## src/swld_pkg.sv

```systemverilog
// Package for the single-wire LED dimming block: timing, current code, channel counts.
// Assumes a 200 MHz core clock; the cycle counts derive from CLK_MHZ.
package swld_pkg;
  localparam int unsigned CLK_PERIOD_PS      = 5000;
  localparam int unsigned CLK_MHZ            = 200;
  // Longest low time that still counts as a dimming pulse, in us
  localparam int unsigned PULSE_LOW_MAX_US   = 500;
  // Low time after which the device shuts down, in us
  localparam int unsigned SHUTDOWN_LOW_US    = 1500;
  // Both counts are the time in us times CLK_MHZ, an exact product with no rounding
  localparam int unsigned PULSE_LOW_MAX_CYC  = PULSE_LOW_MAX_US * CLK_MHZ;
  localparam int unsigned SHUTDOWN_LOW_CYC   = SHUTDOWN_LOW_US * CLK_MHZ;
  localparam int unsigned LOW_CNT_W          = 20;
  // Current code in 1 mA steps
  localparam int unsigned CUR_W              = 5;
  localparam logic [4:0]  CUR_FULL_SCALE     = 5'h1f;
  localparam logic [4:0]  CUR_STEP           = 5'h01;
  localparam logic [4:0]  CUR_ZERO           = 5'h00;
  localparam int unsigned PRIMARY_SINKS      = 4;
  localparam int unsigned SECONDARY_SINKS    = 2;
  typedef enum logic [1:0] {
    SWLD_OFF    = 2'b00,
    SWLD_ARMED  = 2'b01,
    SWLD_DIMMED = 2'b11
  } swld_state_e;
endpackage

```

## src/swld_sync_if.sv

```systemverilog
// Interface carrying a synchronised line level and its edge strobes.
// Driven by the synchroniser, read by the dimming controller.
`timescale 1ns/10ps
interface swld_sync_if;
  logic level;
  logic fall;
  logic rise;
  modport src (output level, output fall, output rise);
  modport dst (input level, input fall, input rise);
endinterface

```

## src/swld_ctrl.sv

```systemverilog
// Single-wire dimming controller: pulse counting, shutdown timing, thermal cut-out.
// Assumes the host ties enable and both dimming inputs to one line (common_line).
`timescale 1ns/10ps
module swld_ctrl
  import swld_pkg::*;
#(
  parameter int unsigned SHUTDOWN_CYC = swld_pkg::SHUTDOWN_LOW_CYC,
  parameter int unsigned NP           = swld_pkg::PRIMARY_SINKS,
  parameter int unsigned NS           = swld_pkg::SECONDARY_SINKS
) (
  input  wire logic                          core_clk,
  input  wire logic                          rst_n,
  input  wire logic                          common_line,
  input  wire logic                          over_temp,
  input  wire logic                          temp_cooled,
  input  wire logic [NP-1:0]                 primary_sink_at_pump,
  input  wire logic [NS-1:0]                 secondary_sink_at_pump,
  output logic                               device_enabled,
  output logic                               thermal_shutdown,
  output logic [swld_pkg::CUR_W-1:0]         current_code,
  output logic [NP-1:0]                      primary_led_sinks,
  output logic [NS-1:0]                      secondary_led_sinks
);
  import swld_pkg::*;

  swld_sync_if line_s ();
  // Raw flags feed three-flop synchronisers so they may come from analog
  logic [2:0] ot_q;
  logic [2:0] ot_d;
  logic [2:0] cool_q;
  logic [2:0] cool_d;

  swld_line_sync u_sync (
    .core_clk (core_clk),
    .rst_n    (rst_n),
    .line_in  (common_line),
    .sync     (line_s)
  );

  swld_state_e          state_q;
  swld_state_e          state_d;
  logic [LOW_CNT_W-1:0] low_cnt_q;
  logic [LOW_CNT_W-1:0] low_cnt_d;
  logic [CUR_W-1:0]     cur_q;
  logic [CUR_W-1:0]     cur_d;
  logic                 therm_q;
  logic                 therm_d;
  logic                 ot_lvl_q;
  logic                 ot_lvl_d;
  logic                 cool_lvl_q;
  logic                 cool_lvl_d;
  logic [NP-1:0]        psink_q;
  logic [NP-1:0]        psink_d;
  logic [NS-1:0]        ssink_q;
  logic [NS-1:0]        ssink_d;

  localparam logic [LOW_CNT_W-1:0] SHUT_LIM = LOW_CNT_W'(SHUTDOWN_CYC);

  function automatic logic [CUR_W-1:0] next_level(input logic [CUR_W-1:0] cur,
                                                  input logic first);
    if (first || cur == CUR_ZERO) begin
      next_level = CUR_FULL_SCALE;
    end else begin
      next_level = cur - CUR_STEP;
    end
  endfunction

  always_comb begin
    ot_d       = {ot_q[1:0], over_temp};
    cool_d     = {cool_q[1:0], temp_cooled};
    ot_lvl_d   = (ot_q[1] == ot_q[2]) ? ot_q[2] : ot_lvl_q;
    cool_lvl_d = (cool_q[1] == cool_q[2]) ? cool_q[2] : cool_lvl_q;
    state_d    = state_q;
    cur_d      = cur_q;
    low_cnt_d  = low_cnt_q;
    therm_d    = therm_q;
    // Trip wins over cool-down so a flapping sensor cannot hold outputs on
    if (ot_lvl_q) begin
      therm_d = 1'b1;
    end else if (therm_q && cool_lvl_q) begin
      therm_d = 1'b0;
    end
    // Low-time counter saturates at the shutdown limit
    if (line_s.level) begin
      low_cnt_d = '0;
    end else if (low_cnt_q != SHUT_LIM) begin
      low_cnt_d = low_cnt_q + LOW_CNT_W'(1);
    end
    case (state_q)
      SWLD_OFF: begin
        cur_d = CUR_ZERO;
        // Rising line leaves shutdown, current stays zero
        if (line_s.rise) begin
          state_d = SWLD_ARMED;
        end
      end
      SWLD_ARMED: begin
        // Falling edges in the off state never get here
        if (line_s.fall) begin
          cur_d   = next_level(cur_q, 1'b1);
          state_d = SWLD_DIMMED;
        end
      end
      SWLD_DIMMED: begin
        if (line_s.fall) begin
          cur_d = next_level(cur_q, 1'b0);
        end
      end
      default: begin
        state_d = SWLD_OFF;
      end
    endcase
    // A low phase reaching the limit is shutdown, not a pulse
    if (state_q != SWLD_OFF && !line_s.level && low_cnt_q == SHUT_LIM) begin
      state_d = SWLD_OFF;
      cur_d   = CUR_ZERO;
    end
    for (int i = 0; i < NP; i++) begin
      psink_d[i] = (state_d != SWLD_OFF) && !therm_d && (cur_d != CUR_ZERO)
                   && !primary_sink_at_pump[i];
    end
    for (int j = 0; j < NS; j++) begin
      ssink_d[j] = (state_d != SWLD_OFF) && !therm_d && (cur_d != CUR_ZERO)
                   && !secondary_sink_at_pump[j];
    end
  end

  always_ff @(posedge core_clk or negedge rst_n) begin
    if (!rst_n) begin
      ot_q       <= 3'h0;
      cool_q     <= 3'h0;
      ot_lvl_q   <= 1'b0;
      cool_lvl_q <= 1'b0;
      state_q    <= SWLD_OFF;
      cur_q      <= CUR_ZERO;
      low_cnt_q  <= '0;
      therm_q    <= 1'b0;
      psink_q    <= '0;
      ssink_q    <= '0;
    end else begin
      ot_q       <= ot_d;
      cool_q     <= cool_d;
      ot_lvl_q   <= ot_lvl_d;
      cool_lvl_q <= cool_lvl_d;
      state_q    <= state_d;
      cur_q      <= cur_d;
      low_cnt_q  <= low_cnt_d;
      therm_q    <= therm_d;
      psink_q    <= psink_d;
      ssink_q    <= ssink_d;
    end
  end

  // Thermal cut gates the sinks, the code is kept for resume
  assign device_enabled      = (state_q != SWLD_OFF);
  assign thermal_shutdown    = therm_q;
  assign current_code        = (therm_q || state_q == SWLD_OFF) ? CUR_ZERO : cur_q;
  assign primary_led_sinks   = psink_q;
  assign secondary_led_sinks = ssink_q;
endmodule

```

## src/swld_line_sync.sv

```systemverilog
// Three-flop synchroniser for the common control line with edge strobes.
// Assumes the line is asynchronous to core_clk.
`timescale 1ns/10ps
module swld_line_sync (
  input  wire logic core_clk,
  input  wire logic rst_n,
  input  wire logic line_in,
  swld_sync_if.src  sync
);
  logic [2:0] stage_q;
  logic [2:0] stage_d;
  logic       level_q;
  logic       level_d;

  always_comb begin
    stage_d = {stage_q[1:0], line_in};
    level_d = level_q;
    // Stage 0 is metastable; only stages 1 and 2 are compared
    if (stage_q[1] == stage_q[2]) begin
      level_d = stage_q[2];
    end
  end

  always_ff @(posedge core_clk or negedge rst_n) begin
    if (!rst_n) begin
      stage_q <= 3'h0;
      level_q <= 1'b0;
    end else begin
      stage_q <= stage_d;
      level_q <= level_d;
    end
  end

  assign sync.level = level_q;
  assign sync.fall  = level_q & ~level_d;
  assign sync.rise  = ~level_q & level_d;
endmodule

```

## config.mk

```make
export PLATFORM = sky130hd
export DESIGN_NAME = swld_ctrl
export DESIGN_NICKNAME = d
export VERILOG_FILES = /design/src/swld_pkg.sv /design/src/swld_sync_if.sv /design/src/swld_ctrl.sv /design/src/swld_line_sync.sv
export SDC_FILE = /design/constraint.sdc
export NUM_CORES = 1
export LEC_CHECK = 0
export ABC_AREA = 1
export BUFFER_PORTS_ARGS = -buffer_cell sky130_fd_sc_hd__buf_2
export CELL_PAD_IN_SITES_DETAIL_PLACEMENT = 0
export CELL_PAD_IN_SITES_GLOBAL_PLACEMENT = 1
export CORE_ASPECT_RATIO = 0.5
export CORE_MARGIN = 2
export CORE_UTILIZATION = 47
export CTS_CLUSTER_SIZE = 25
export DETAILED_ROUTE_END_ITERATION = 8
export PLACE_DENSITY = 0.93
export RECOVER_POWER = 25
export SLEW_MARGIN = 20
export SYNTH_ARGS = -nofsm -noshare
export SYNTH_HDL_FRONTEND = slang
export SYNTH_SLANG_ARGS = --single-unit
```

## constraint.sdc

```tcl
create_clock -name core_clk -period 2.41 [get_ports core_clk]
set_input_delay 0.241 -clock core_clk [delete_from_list [all_inputs] [get_ports core_clk]]
set_output_delay 0.241 -clock core_clk [all_outputs]
set_load 0.02 [all_outputs]
```

==> results.toml, run 1 <==
[global_routing]
overflow = 0
grt_pass1_vias = 1650
antenna_found_initial = 0
grt_max_degree = 47
grt_pass1_wl_mm = 7.27
grt.total_usage_pct = 17.8

[finish]
fin_area_sq_mm = 0.00253
antennaDiodeCount = 0
fin_nets = 306
fin_util_pct = 57.0
layout-drive-gt1-share_pct = 17.4
areaGrowthSynthToFinish_pct = 15.1
final_cell_mix = "nor2_1, dfrtp_1, nand2_1"
fillers = 403
final_common_cell = "nor2_1"

[power]
leakage_nw = 1.26
ir_drop_mv = 0.354
p_total_w = 0.00211
power_density_mw_per_mm2 = 833

[detailed_routing]
drc = 0
route.vias.total = 1757
via_per_inst = 5.02
drt_iter0_drc = 82
drt_first_pass_iters = 4
wl_per_cell_microns = 12.0
antenna_left = 0
drt_wl_total_mm = 4.21

[logic_synthesis]
yosysSeqAreaShare_pct = 52.3
synth-edff-count = 0
syn_inst = 262
synthArstFlopShare_pct = 100
syn_nets = 276
yosysWarnings = 0
synth_cell_types = 33
syn_area_per_cell_sq_um = 8.40
ys_seq_elements = 46
synth_ff_type = "dfrtp_1"
netlist_area_sq_mm = 0.00220

[clocking]
tritoncts = "built"
clk_latency_ns = 0.29
cts_root_buf = "clkbuf_8"
cts_sinks = 46
cts_setup_buffers = 0
path_clk_slew_ns = 0.08
cts-buffers-inserted = 5
cts_max_level = 2
clock_path_buffers = 2

[setup_path]
reg2regPathDepth = 11
crit_start = "low_cnt_q[0]"
r2r-end = "secondary_led_sinks[1]"
crit_top_cell = "nor2_1"
cp_num_cells = 11
crit_buf_inv = 1
endpoint = "secondary_led_sinks[1]"
crit_path_end_kind = "flop"
cp.arrival_ns = 1.98
rr_startpoint = "low_cnt_q[0]"
crit_path_cell_trace = "inv_1 > ha_1 > nand2_1 > nor2_1 > nand2_1 > nor2_1 > nand3_2 > nand3_1 > nand3_2 > o21bai_4 > nor2_1"
critPathRequiredTime_ns = 2.59
start_kind = "flop"
critPathMaxStageDelay_ns = 0.40
worst-setup-path-type = "flop to flop"
crit_family = "simple AND/OR/NAND/NOR gates"
slowest_stage = "dfrtp_1"
cp_max_fo = 6
r2r_setup_slack_ns = 0.61

[floorplanning]
design.core.area_sq_mm = 0.00445
die_w_microns = 101
num_io_pins = 24
start_util_pct = 49.5
fp.dieH_microns = 52.4
placementRows = 17
dieArea_sq_mm = 0.00528

[status]
outcome = "finished clean"

[timing]
fmax_mhz = 557
finalWorstSetupSlack_ns = 0.614
final-hold-violation-count = 0
finalSetupTns_ns = 0
setup_violations = 0
skew_ns = 0.00529
min_period_ns = 1.80
slew_viol_final = 0
worst_pin_slew_ns = 1.08
slew-limit-headroom_pct = 27.8
rsz0062_at_grt = "no"
fin_crit_sh_pct = 74.5

[placed_design]
dpl_worst_slack_ns = 0.613
gp_congestion = 0.819
dpl.hpwl_mm = 3.15
placed_area_sq_mm = 0.00239
io_buffer_count = 23

[flow_run]
cap_violations = 0

[hold_path]
worstHoldPathType = "input port to flop"
per-stage QoR:
stage | hold WS [ns] | cells
global placement | 0.332 | 341
floorplan | -0.0546 | 262
CTS | 0.0411 | 349
finish | 0.0470 | 350
detailed placement | 0.336 | 341
global route | 0.0267 | 350
worst reg2reg max path: stages (launching register included):
cell and delay (ns):
dfrtp_1 0.40, inv_1 0.13, ha_1 0.18, nand2_1 0.07
nor2_1 0.11, nand2_1 0.08, nor2_1 0.11, nand3_2 0.13
nand3_1 0.13, nand3_2 0.10, o21bai_4 0.18, nor2_1 0.07
Yosys cell counts (2+ instances only):
| library cell | number | area, sq um |
|---|---|---|
| dfrtp_1 | 46 | 1150 |
| ha_1 | 3 | 37.5 |
| o31ai_1 | 2 | 15.0 |
| nor2_2 | 2 | 12.5 |
| nor3_1 | 6 | 30.0 |
| o21ai_0 | 9 | 45.0 |
| nand4_1 | 7 | 43.8 |
| nand3_2 | 3 | 30.0 |
| xor2_1 | 3 | 26.3 |
| nand2_1 | 41 | 154 |
| inv_2 | 6 | 22.5 |
| nor2_1 | 48 | 180 |
| nand2_2 | 2 | 12.5 |
| nand3_1 | 18 | 90.1 |
| nor3_2 | 2 | 20.0 |
| a211oi_1 | 2 | 15.0 |
| maj3_1 | 2 | 20.0 |
| a21oi_1 | 13 | 65.1 |
| inv_1 | 33 | 124 |
power by group:
| part | internal [W] | total [W] | switching [W] |
|---|---|---|---|
| clock | 0.000415 | 0.000673 | 0.000258 |
| combinational | 0.000176 | 0.000503 | 0.000326 |
| sequential | 0.000857 | 0.000934 | 0.0000768 |
| total | 0.00145 | 0.00211 | 0.000661 |
state kept, by name, summed over array words and instances (netlist names):
signal               cells
low_cnt_q               20
cur_q                    5
u_sync.stage_q           3
ot_lvl_q                 1
state_q                  2
primary_led_sinks        4
secondary_led_sinks      2
thermal_shutdown         1
cool_q                   3
ot_q                     3
cool_lvl_q               1
u_sync.sync.level        1
cells by family (layout without fill, tap and decap cells):
group           after synthesis  after routing  synth area share [%]
simple gates                134            134                  27.8
flops                        46             46                  52.3
buf+inv                      43             74                  7.45
compound gates               31             31                  8.64
fa+ha+maj                     5              5                  2.62
xor+xnor                      3              3                  1.19
routing by layer:
layer  GRT usage [%]  up-vias  share of wire (%)  routed length (microns)
li1                -      907                  -                        -
met1            23.3      807                 50                     2120
met2            30.0       39                 44                     1870
met3            4.80        4                4.5                      188
met4            4.11        0               0.81                       34
met5               0        -                  0                        0
layout make-up:
class | instances | area [sq um] | area share (%)
clock buffers | 5 | 68.8 | 2.72
inverters | 41 | 155 | 6.12
flip-flops and latches | 46 | 1150 | 45.4
clock inverters | 3 | 68.8 | 2.72
well taps | 57 | 71.3 | 2.81
repair buffers | 25 | 133 | 5.23
multi-input cells | 173 | 886 | 35.0
how the worst min path moves through the flow:
stage,end,cells past startpoint,start,slack [ns]
2_1_floorplan,cool_lvl_q,0,rst_n,-0.05
3_3_place_gp,cool_q[1],0,cool_q[0],0.33
3_5_place_dp,cool_q[1],0,cool_q[0],0.34
4_1_cts,ot_q[0],1,over_temp,0.04
5_1_grt,ot_q[0],1,over_temp,0.03
6_report,ot_q[0],1,over_temp,0.05
what timing repair did:
action,CTS,global route
gates resized for setup,0,0
hold endpoints to repair,0,46
hold buffers,0,1
endpoints found under the setup margin,0,0
(Power assumes the default switching activity.)
==> inputs of run 2 (changes only) <==
Settings changed: CORE_UTILIZATION 47 to 39, PLACE_DENSITY 0.93 to 0.83.
Clock period 2.41 ns to 1.6 ns, I/O delays scaled along.
==> run 2 against run 1 <==
The run now ends with setup timing left. Combinational power is 94% higher. Sequential cell count unchanged. Die area increased by 19%. Worst setup slack got worse by 0.72 ns. Critical path type unchanged.
==> results.toml, run 2 (same netlist as run 1, synthesis figures left out) <==
[power]
power_density_mw_per_mm2 = 1180
ir_drop_mv = 0.676
p_total_w = 0.00343
leakage_nw = 1.45

[clocking]
cts_sinks = 46
clock_path_buffers = 2
path_clk_slew_ns = 0.07
cts_root_buf = "clkbuf_16"
tritoncts = "built"
clk_latency_ns = 0.29
cts-buffers-inserted = 5
cts_max_level = 2

[timing]
final-hold-violation-count = 0
setup_violations = 6
fin_crit_sh_pct = 107
finalWorstSetupSlack_ns = -0.110
rsz0062_at_grt = "yes"
finalSetupTns_ns = -0.646
fmax_mhz = 585
worst_pin_slew_ns = 0.588
skew_ns = 0.00556
min_period_ns = 1.71
slew_viol_final = 0
slew-limit-headroom_pct = 60.8
hold-worst-slack_ns = 0.00314

[detailed_routing]
drt_iter0_drc = 171
via_per_inst = 5.03
route.vias.total = 1972
wl_per_cell_microns = 13.3
antenna_left = 0
drt_first_pass_iters = 4
drt_wl_total_mm = 5.21
drc = 0

[global_routing]
grt.total_usage_pct = 17.2
antenna_found_initial = 0
grt_pass1_vias = 1862
grt_max_degree = 26
overflow = 0
grt_pass1_wl_mm = 8.29

[setup_path]
worst-setup-path-type = "flop to flop"
reg2regPathDepth = 11
crit_start = "low_cnt_q[1]"
crit_path_end_kind = "flop"
rr_startpoint = "low_cnt_q[1]"
slowest_stage = "dfrtp_1"
critPathRequiredTime_ns = 1.78
cp_max_fo = 6
r2r-end = "secondary_led_sinks[1]"
endpoint = "secondary_led_sinks[1]"
r2r_setup_slack_ns = -0.11
crit_top_cell = "nand3_2"
critPathMaxStageDelay_ns = 0.39
start_kind = "flop"
crit_path_cell_trace = "inv_2 > ha_4 > nand2_2 > nor2_2 > nand2_1 > nor2_1 > nand3_2 > nand3_2 > nand3_2 > o21bai_4 > nor2_1"
cp.arrival_ns = 1.89

[finish]
areaGrowthSynthToFinish_pct = 32.5
multiInputGateArea_sq_mm = 0.00101
final_cell_mix = "nor2_1, dfrtp_1, nand2_1"
top_register = "low_cnt_q"
largest_register_ffs = 20
antennaDiodeCount = 0
fillers = 497
fin_nets = 332
final-seq-area_sq_mm = 0.00115
layout-drive-gt1-share_pct = 32.0
fin_area_sq_mm = 0.00292

[placed_design]
dpl.hpwl_mm = 3.74
io_buffer_count = 23
placed_area_sq_mm = 0.00255
dpl_worst_slack_ns = -0.0715
gp_congestion = 0.835

[floorplanning]
die_w_microns = 110
design.core.area_sq_mm = 0.00547
num_io_pins = 24
dieArea_sq_mm = 0.00630
placementRows = 19
fp.dieH_microns = 57.1
start_util_pct = 40.3

[flow_run]
cap_violations = 0

[status]
failed_checks = "setup timing"
outcome = "complete, but fails checks"

[hold_path]
worstHoldPathType = "input port to flop"
[run 2: cell type report]
type | count | area share, %
Clock buffer | 5 | 4.29
Clock inverter | 3 | 0.858
Timing Repair Buffer | 51 | 12.2
Inverter | 41 | 5.32
Multi-Input combinational cell | 173 | 34.7
Tap cell | 73 | 3.13
Sequential cell | 46 | 39.6
[run 2: worst max-delay path: cells and delay by family, from the launching register on]
kind | cells | cell delay [ns]
and+or+nand+nor | 8 | 0.80
DFF | 1 | 0.39
AOI/OAI and AO/OA | 1 | 0.18
adders and majority gates | 1 | 0.14
buffers and inverters | 1 | 0.09
[run 2: timing repair]
action	CTS	global route
endpoints found under the setup margin	14	20
gates resized for setup	11	29
hold endpoints to repair	24	0
hold buffers	4	0
pin swaps	6	19
buffers inserted	3	5
[run 2: routing by layer]
layer / global-route usage (%) / part of all wire, % / vias up
met5: 0 / 0 / -
met4: 7.32 / 2.3 / 0
met3: 2.86 / 3.8 / 14
met2: 29.2 / 49 / 45
met1: 22.0 / 45 / 955
li1: - / - / 958
[run 2: power by group]
group / switching, W / leakage [nW] / internal (W)
sequential: 0.000106 / 0.588 / 0.00130
combinational: 0.000580 / 0.791 / 0.000396
clock: 0.000463 / 0.0704 / 0.000587
[run 2: worst min-delay path by stage]
stage	startpoint	end	slack [ns]	depth (start not counted)
after global routing	primary_sink_at_pump[2]	primary_led_sinks[2]	0.007	2
after global placement	rst_n	low_cnt_q[4]	0.16	1
after CTS	primary_sink_at_pump[0]	primary_led_sinks[0]	0.008	2
final	primary_sink_at_pump[2]	primary_led_sinks[2]	0.003	2
after floorplan	rst_n	cool_lvl_q	-0.14	0
after detailed placement	rst_n	low_cnt_q[4]	0.17	1
[run 2: metrics by stage]
step           util (%)  cells
2_1_floorplan         -    262
3_3_place_gp       46.6    374
3_5_place_dp       46.6    374
4_1_cts            51.0    389
5_1_grt            53.3    392
6_report           53.3    392
==> inputs of run 3 (changes only) <==
--- a/config.mk
+++ b/config.mk
@@ -13,4 +13,5 @@
 export CORE_MARGIN = 2
 export CORE_UTILIZATION = 39
+export CTS_CLUSTER_DIAMETER = 150
 export CTS_CLUSTER_SIZE = 25
 export DETAILED_ROUTE_END_ITERATION = 8
==> constraint.sdc (replaced) <==
create_clock -name core_clk -period 1.6 [get_ports core_clk]
set_input_delay 0.32 -clock core_clk [delete_from_list [all_inputs] [get_ports core_clk]]
set_output_delay 0.32 -clock core_clk [all_outputs]
set_load 0.02 [all_outputs]
==> run 3 against run 2 <==
The flow still finishes with violations (setup timing). Maximum frequency decreased by 3.2%. Critical path depth stayed put. First-iteration DRC count shrank 45%. Largest cell class unchanged. Wire length rose by 5.2%. Final cell count increased by 2.6%. Worst setup slack worse by 0.057 ns. Via count about the same. Clock skew decreased by 0.0012 ns. Register-to-register slack got worse by 0.06 ns. Sequential power is essentially flat. Die area did not move. Clock power about the same.
==> results.toml, run 3 (same netlist as run 1, synthesis figures left out) <==
[global_routing]
busiest_layer = "met2"
grt_max_degree = 47
overflow = 0
met1_usage_pct = 22.2
met2_usage_pct = 30.9
grt_pass1_vias = 1921
grt_util_met3_pct = 2.74
grt.total_usage_pct = 17.5
antenna_found_initial = 0
grt_pass1_wl_mm = 8.54

[setup_path]
r2r-end = "primary_led_sinks[1]"
crit_top_cell = "nand3_2"
endpoint = "primary_led_sinks[1]"
r2r_setup_slack_ns = -0.17
cp.arrival_ns = 1.94
crit_path_end_kind = "flop"
start_kind = "flop"
critPathMaxStageDelay_ns = 0.40
cp_num_cells = 11
reg2regPathDepth = 11
rr_startpoint = "low_cnt_q[1]"
crit_buf_inv = 1
critPathRequiredTime_ns = 1.77
crit_family = "simple AND/OR/NAND/NOR gates"
crit_path_cell_trace = "inv_2 > ha_4 > nand2_2 > nor2_2 > nand2_1 > nor2_1 > nand3_2 > nand3_2 > nand3_2 > o21bai_4 > nor2_1"
crit_start = "low_cnt_q[1]"
cp_max_fo = 6
slowest_stage = "dfrtp_1"
worst-setup-path-type = "flop to flop"

[power]
ir_drop_mv = 0.743
switchingPower_w = 0.00121
p_total_w = 0.00363
power_density_mw_per_mm2 = 1210
seq_power_share_pct = 38.5
sw_frac_of_total_pct = 33.4
p_int_w = 0.00242
combinationalPowerShare_pct = 32.9
clock_power_share_pct = 28.6
leakage_nw = 1.48

[finish]
top_register = "low_cnt_q"
final_cell_mix = "dfrtp_1, nor2_1, nand2_1"
areaGrowthSynthToFinish_pct = 36.3
fin_nets = 342
final_common_cell = "dfrtp_1"
antennaDiodeCount = 0
finalNonFillerCells = 402
largest_register_ffs = 20
fin_util_pct = 54.9
final-seq-area_sq_mm = 0.00115
fillers = 475
fin_area_sq_mm = 0.00300
multiInputGateArea_sq_mm = 0.00102
layout-drive-gt1-share_pct = 36.8

[floorplanning]
design.core.area_sq_mm = 0.00547
num_io_pins = 24
fp.dieH_microns = 57.1
start_util_pct = 40.3
dieArea_sq_mm = 0.00630
die_w_microns = 110
placementRows = 19

[timing]
finalWorstSetupSlack_ns = -0.167
slew-limit-headroom_pct = 23.9
min_period_ns = 1.77
hold-worst-slack_ns = 0.136
worst_pin_slew_ns = 1.14
slew_viol_final = 0
final-hold-violation-count = 0
fmax_mhz = 566
fin_crit_sh_pct = 110
rsz0062_at_grt = "yes"
setup_violations = 11
skew_ns = 0.00440

[placed_design]
dpl.hpwl_mm = 3.61
io_buffer_count = 23
gp_congestion = 0.835
dp_cells = 374
placed_area_sq_mm = 0.00255

[clocking]
cts_max_level = 2
clock_path_buffers = 2
cts_root_buf = "clkbuf_16"
path_clk_slew_ns = 0.06
cts-buffers-inserted = 5
ctsHoldBuffers = 0
tritoncts = "built"
cts_sinks = 46
clk_latency_ns = 0.29

[hold_path]
worstHoldPathType = "input port to flop"

[detailed_routing]
wl_per_cell_microns = 13.6
drc = 0
drt_first_pass_iters = 4
drt_iter0_drc = 94
route.vias.total = 1971
antenna_left = 0
drt_wl_total_mm = 5.49
via_per_inst = 4.90

[status]
outcome = "complete, but fails checks"
failed_checks = "setup timing"

[flow_run]
cap_violations = 0
[run 3: cell count changes in the layout (fill, tap and decap cells not counted), moves of 2 or more]
cell | before | now
nor2_1 | 44 | 41
buf_4 | 21 | 34
dlygate4sd3_1 | 4 | 0
buf_2 | 22 | 20
o21ai_1 | 0 | 2
nor2_4 | 2 | 4
buf_6 | 2 | 6
inv_1 | 28 | 26
[run 3: per-stage QoR]
step,TNS [ns],worst slack [ns]
6_report,-1.35,-0.167
5_1_grt,-3.29,-0.282
4_1_cts,-0.516,-0.0920
3_5_place_dp,-0.414,-0.0716
3_3_place_gp,-0.0322,-0.00625
2_1_floorplan,0,0.0228
[run 3: timing repair]
action | 4_1_cts | 5_1_grt
resized for setup | 16 | 39
cloned | 0 | 0
pin swaps | 13 | 27
setup buffers | 8 | 14
setup endpoints to repair | 12 | 23
[run 3: metal layers]
metal  share of wire (%)  vias to the layer above
li1                    -                      979
met1                  45                      943
met2                  50                       38
met3                 2.8                       11
met4                 2.2                        0
met5                   0                        -
[run 3: worst min-delay path by stage]
stage / startpoint / endpoint / slack [ns] / cells past startpoint
after global routing: temp_cooled / cool_q[0] / 0.13 / 1
final: temp_cooled / cool_q[0] / 0.14 / 1
after floorplan: rst_n / cool_lvl_q / 0.02 / 0
after CTS: rst_n / low_cnt_q[10] / 0.01 / 2
after detailed placement: rst_n / low_cnt_q[6] / 0.32 / 2
after global placement: rst_n / low_cnt_q[7] / 0.31 / 2
[run 3: power groups by stage]
stage / registers [W] / logic, W / clock network [W]
3_3_place_gp: 0.00141 / 0.000849 / 0
3_5_place_dp: 0.00142 / 0.000873 / 0
6_report: 0.00140 / 0.00119 / 0.00104
5_1_grt: 0.00141 / 0.00132 / 0.00110
2_1_floorplan: 0.00142 / 0.000541 / 0
4_1_cts: 0.00140 / 0.000993 / 0.00106
[run 3: layout make-up]
class | count | area share [%]
multi-input cells | 173 | 34.0
clock buffers | 5 | 4.17
repair buffers | 61 | 14.3
flip-flops and latches | 46 | 38.4
inverters | 41 | 5.25
well taps | 73 | 3.04
clock inverters | 3 | 0.834
[run 3: worst register-to-register path, cell delays in order, from the launching register on]
cell and delay [ns]:
dfrtp_1 0.40, inv_2 0.09, ha_4 0.14, nand2_2 0.05, nor2_2 0.14, nand2_1 0.09, nor2_1 0.11, nand3_2 0.16
nand3_2 0.14, nand3_2 0.10, o21bai_4 0.18, nor2_1 0.07
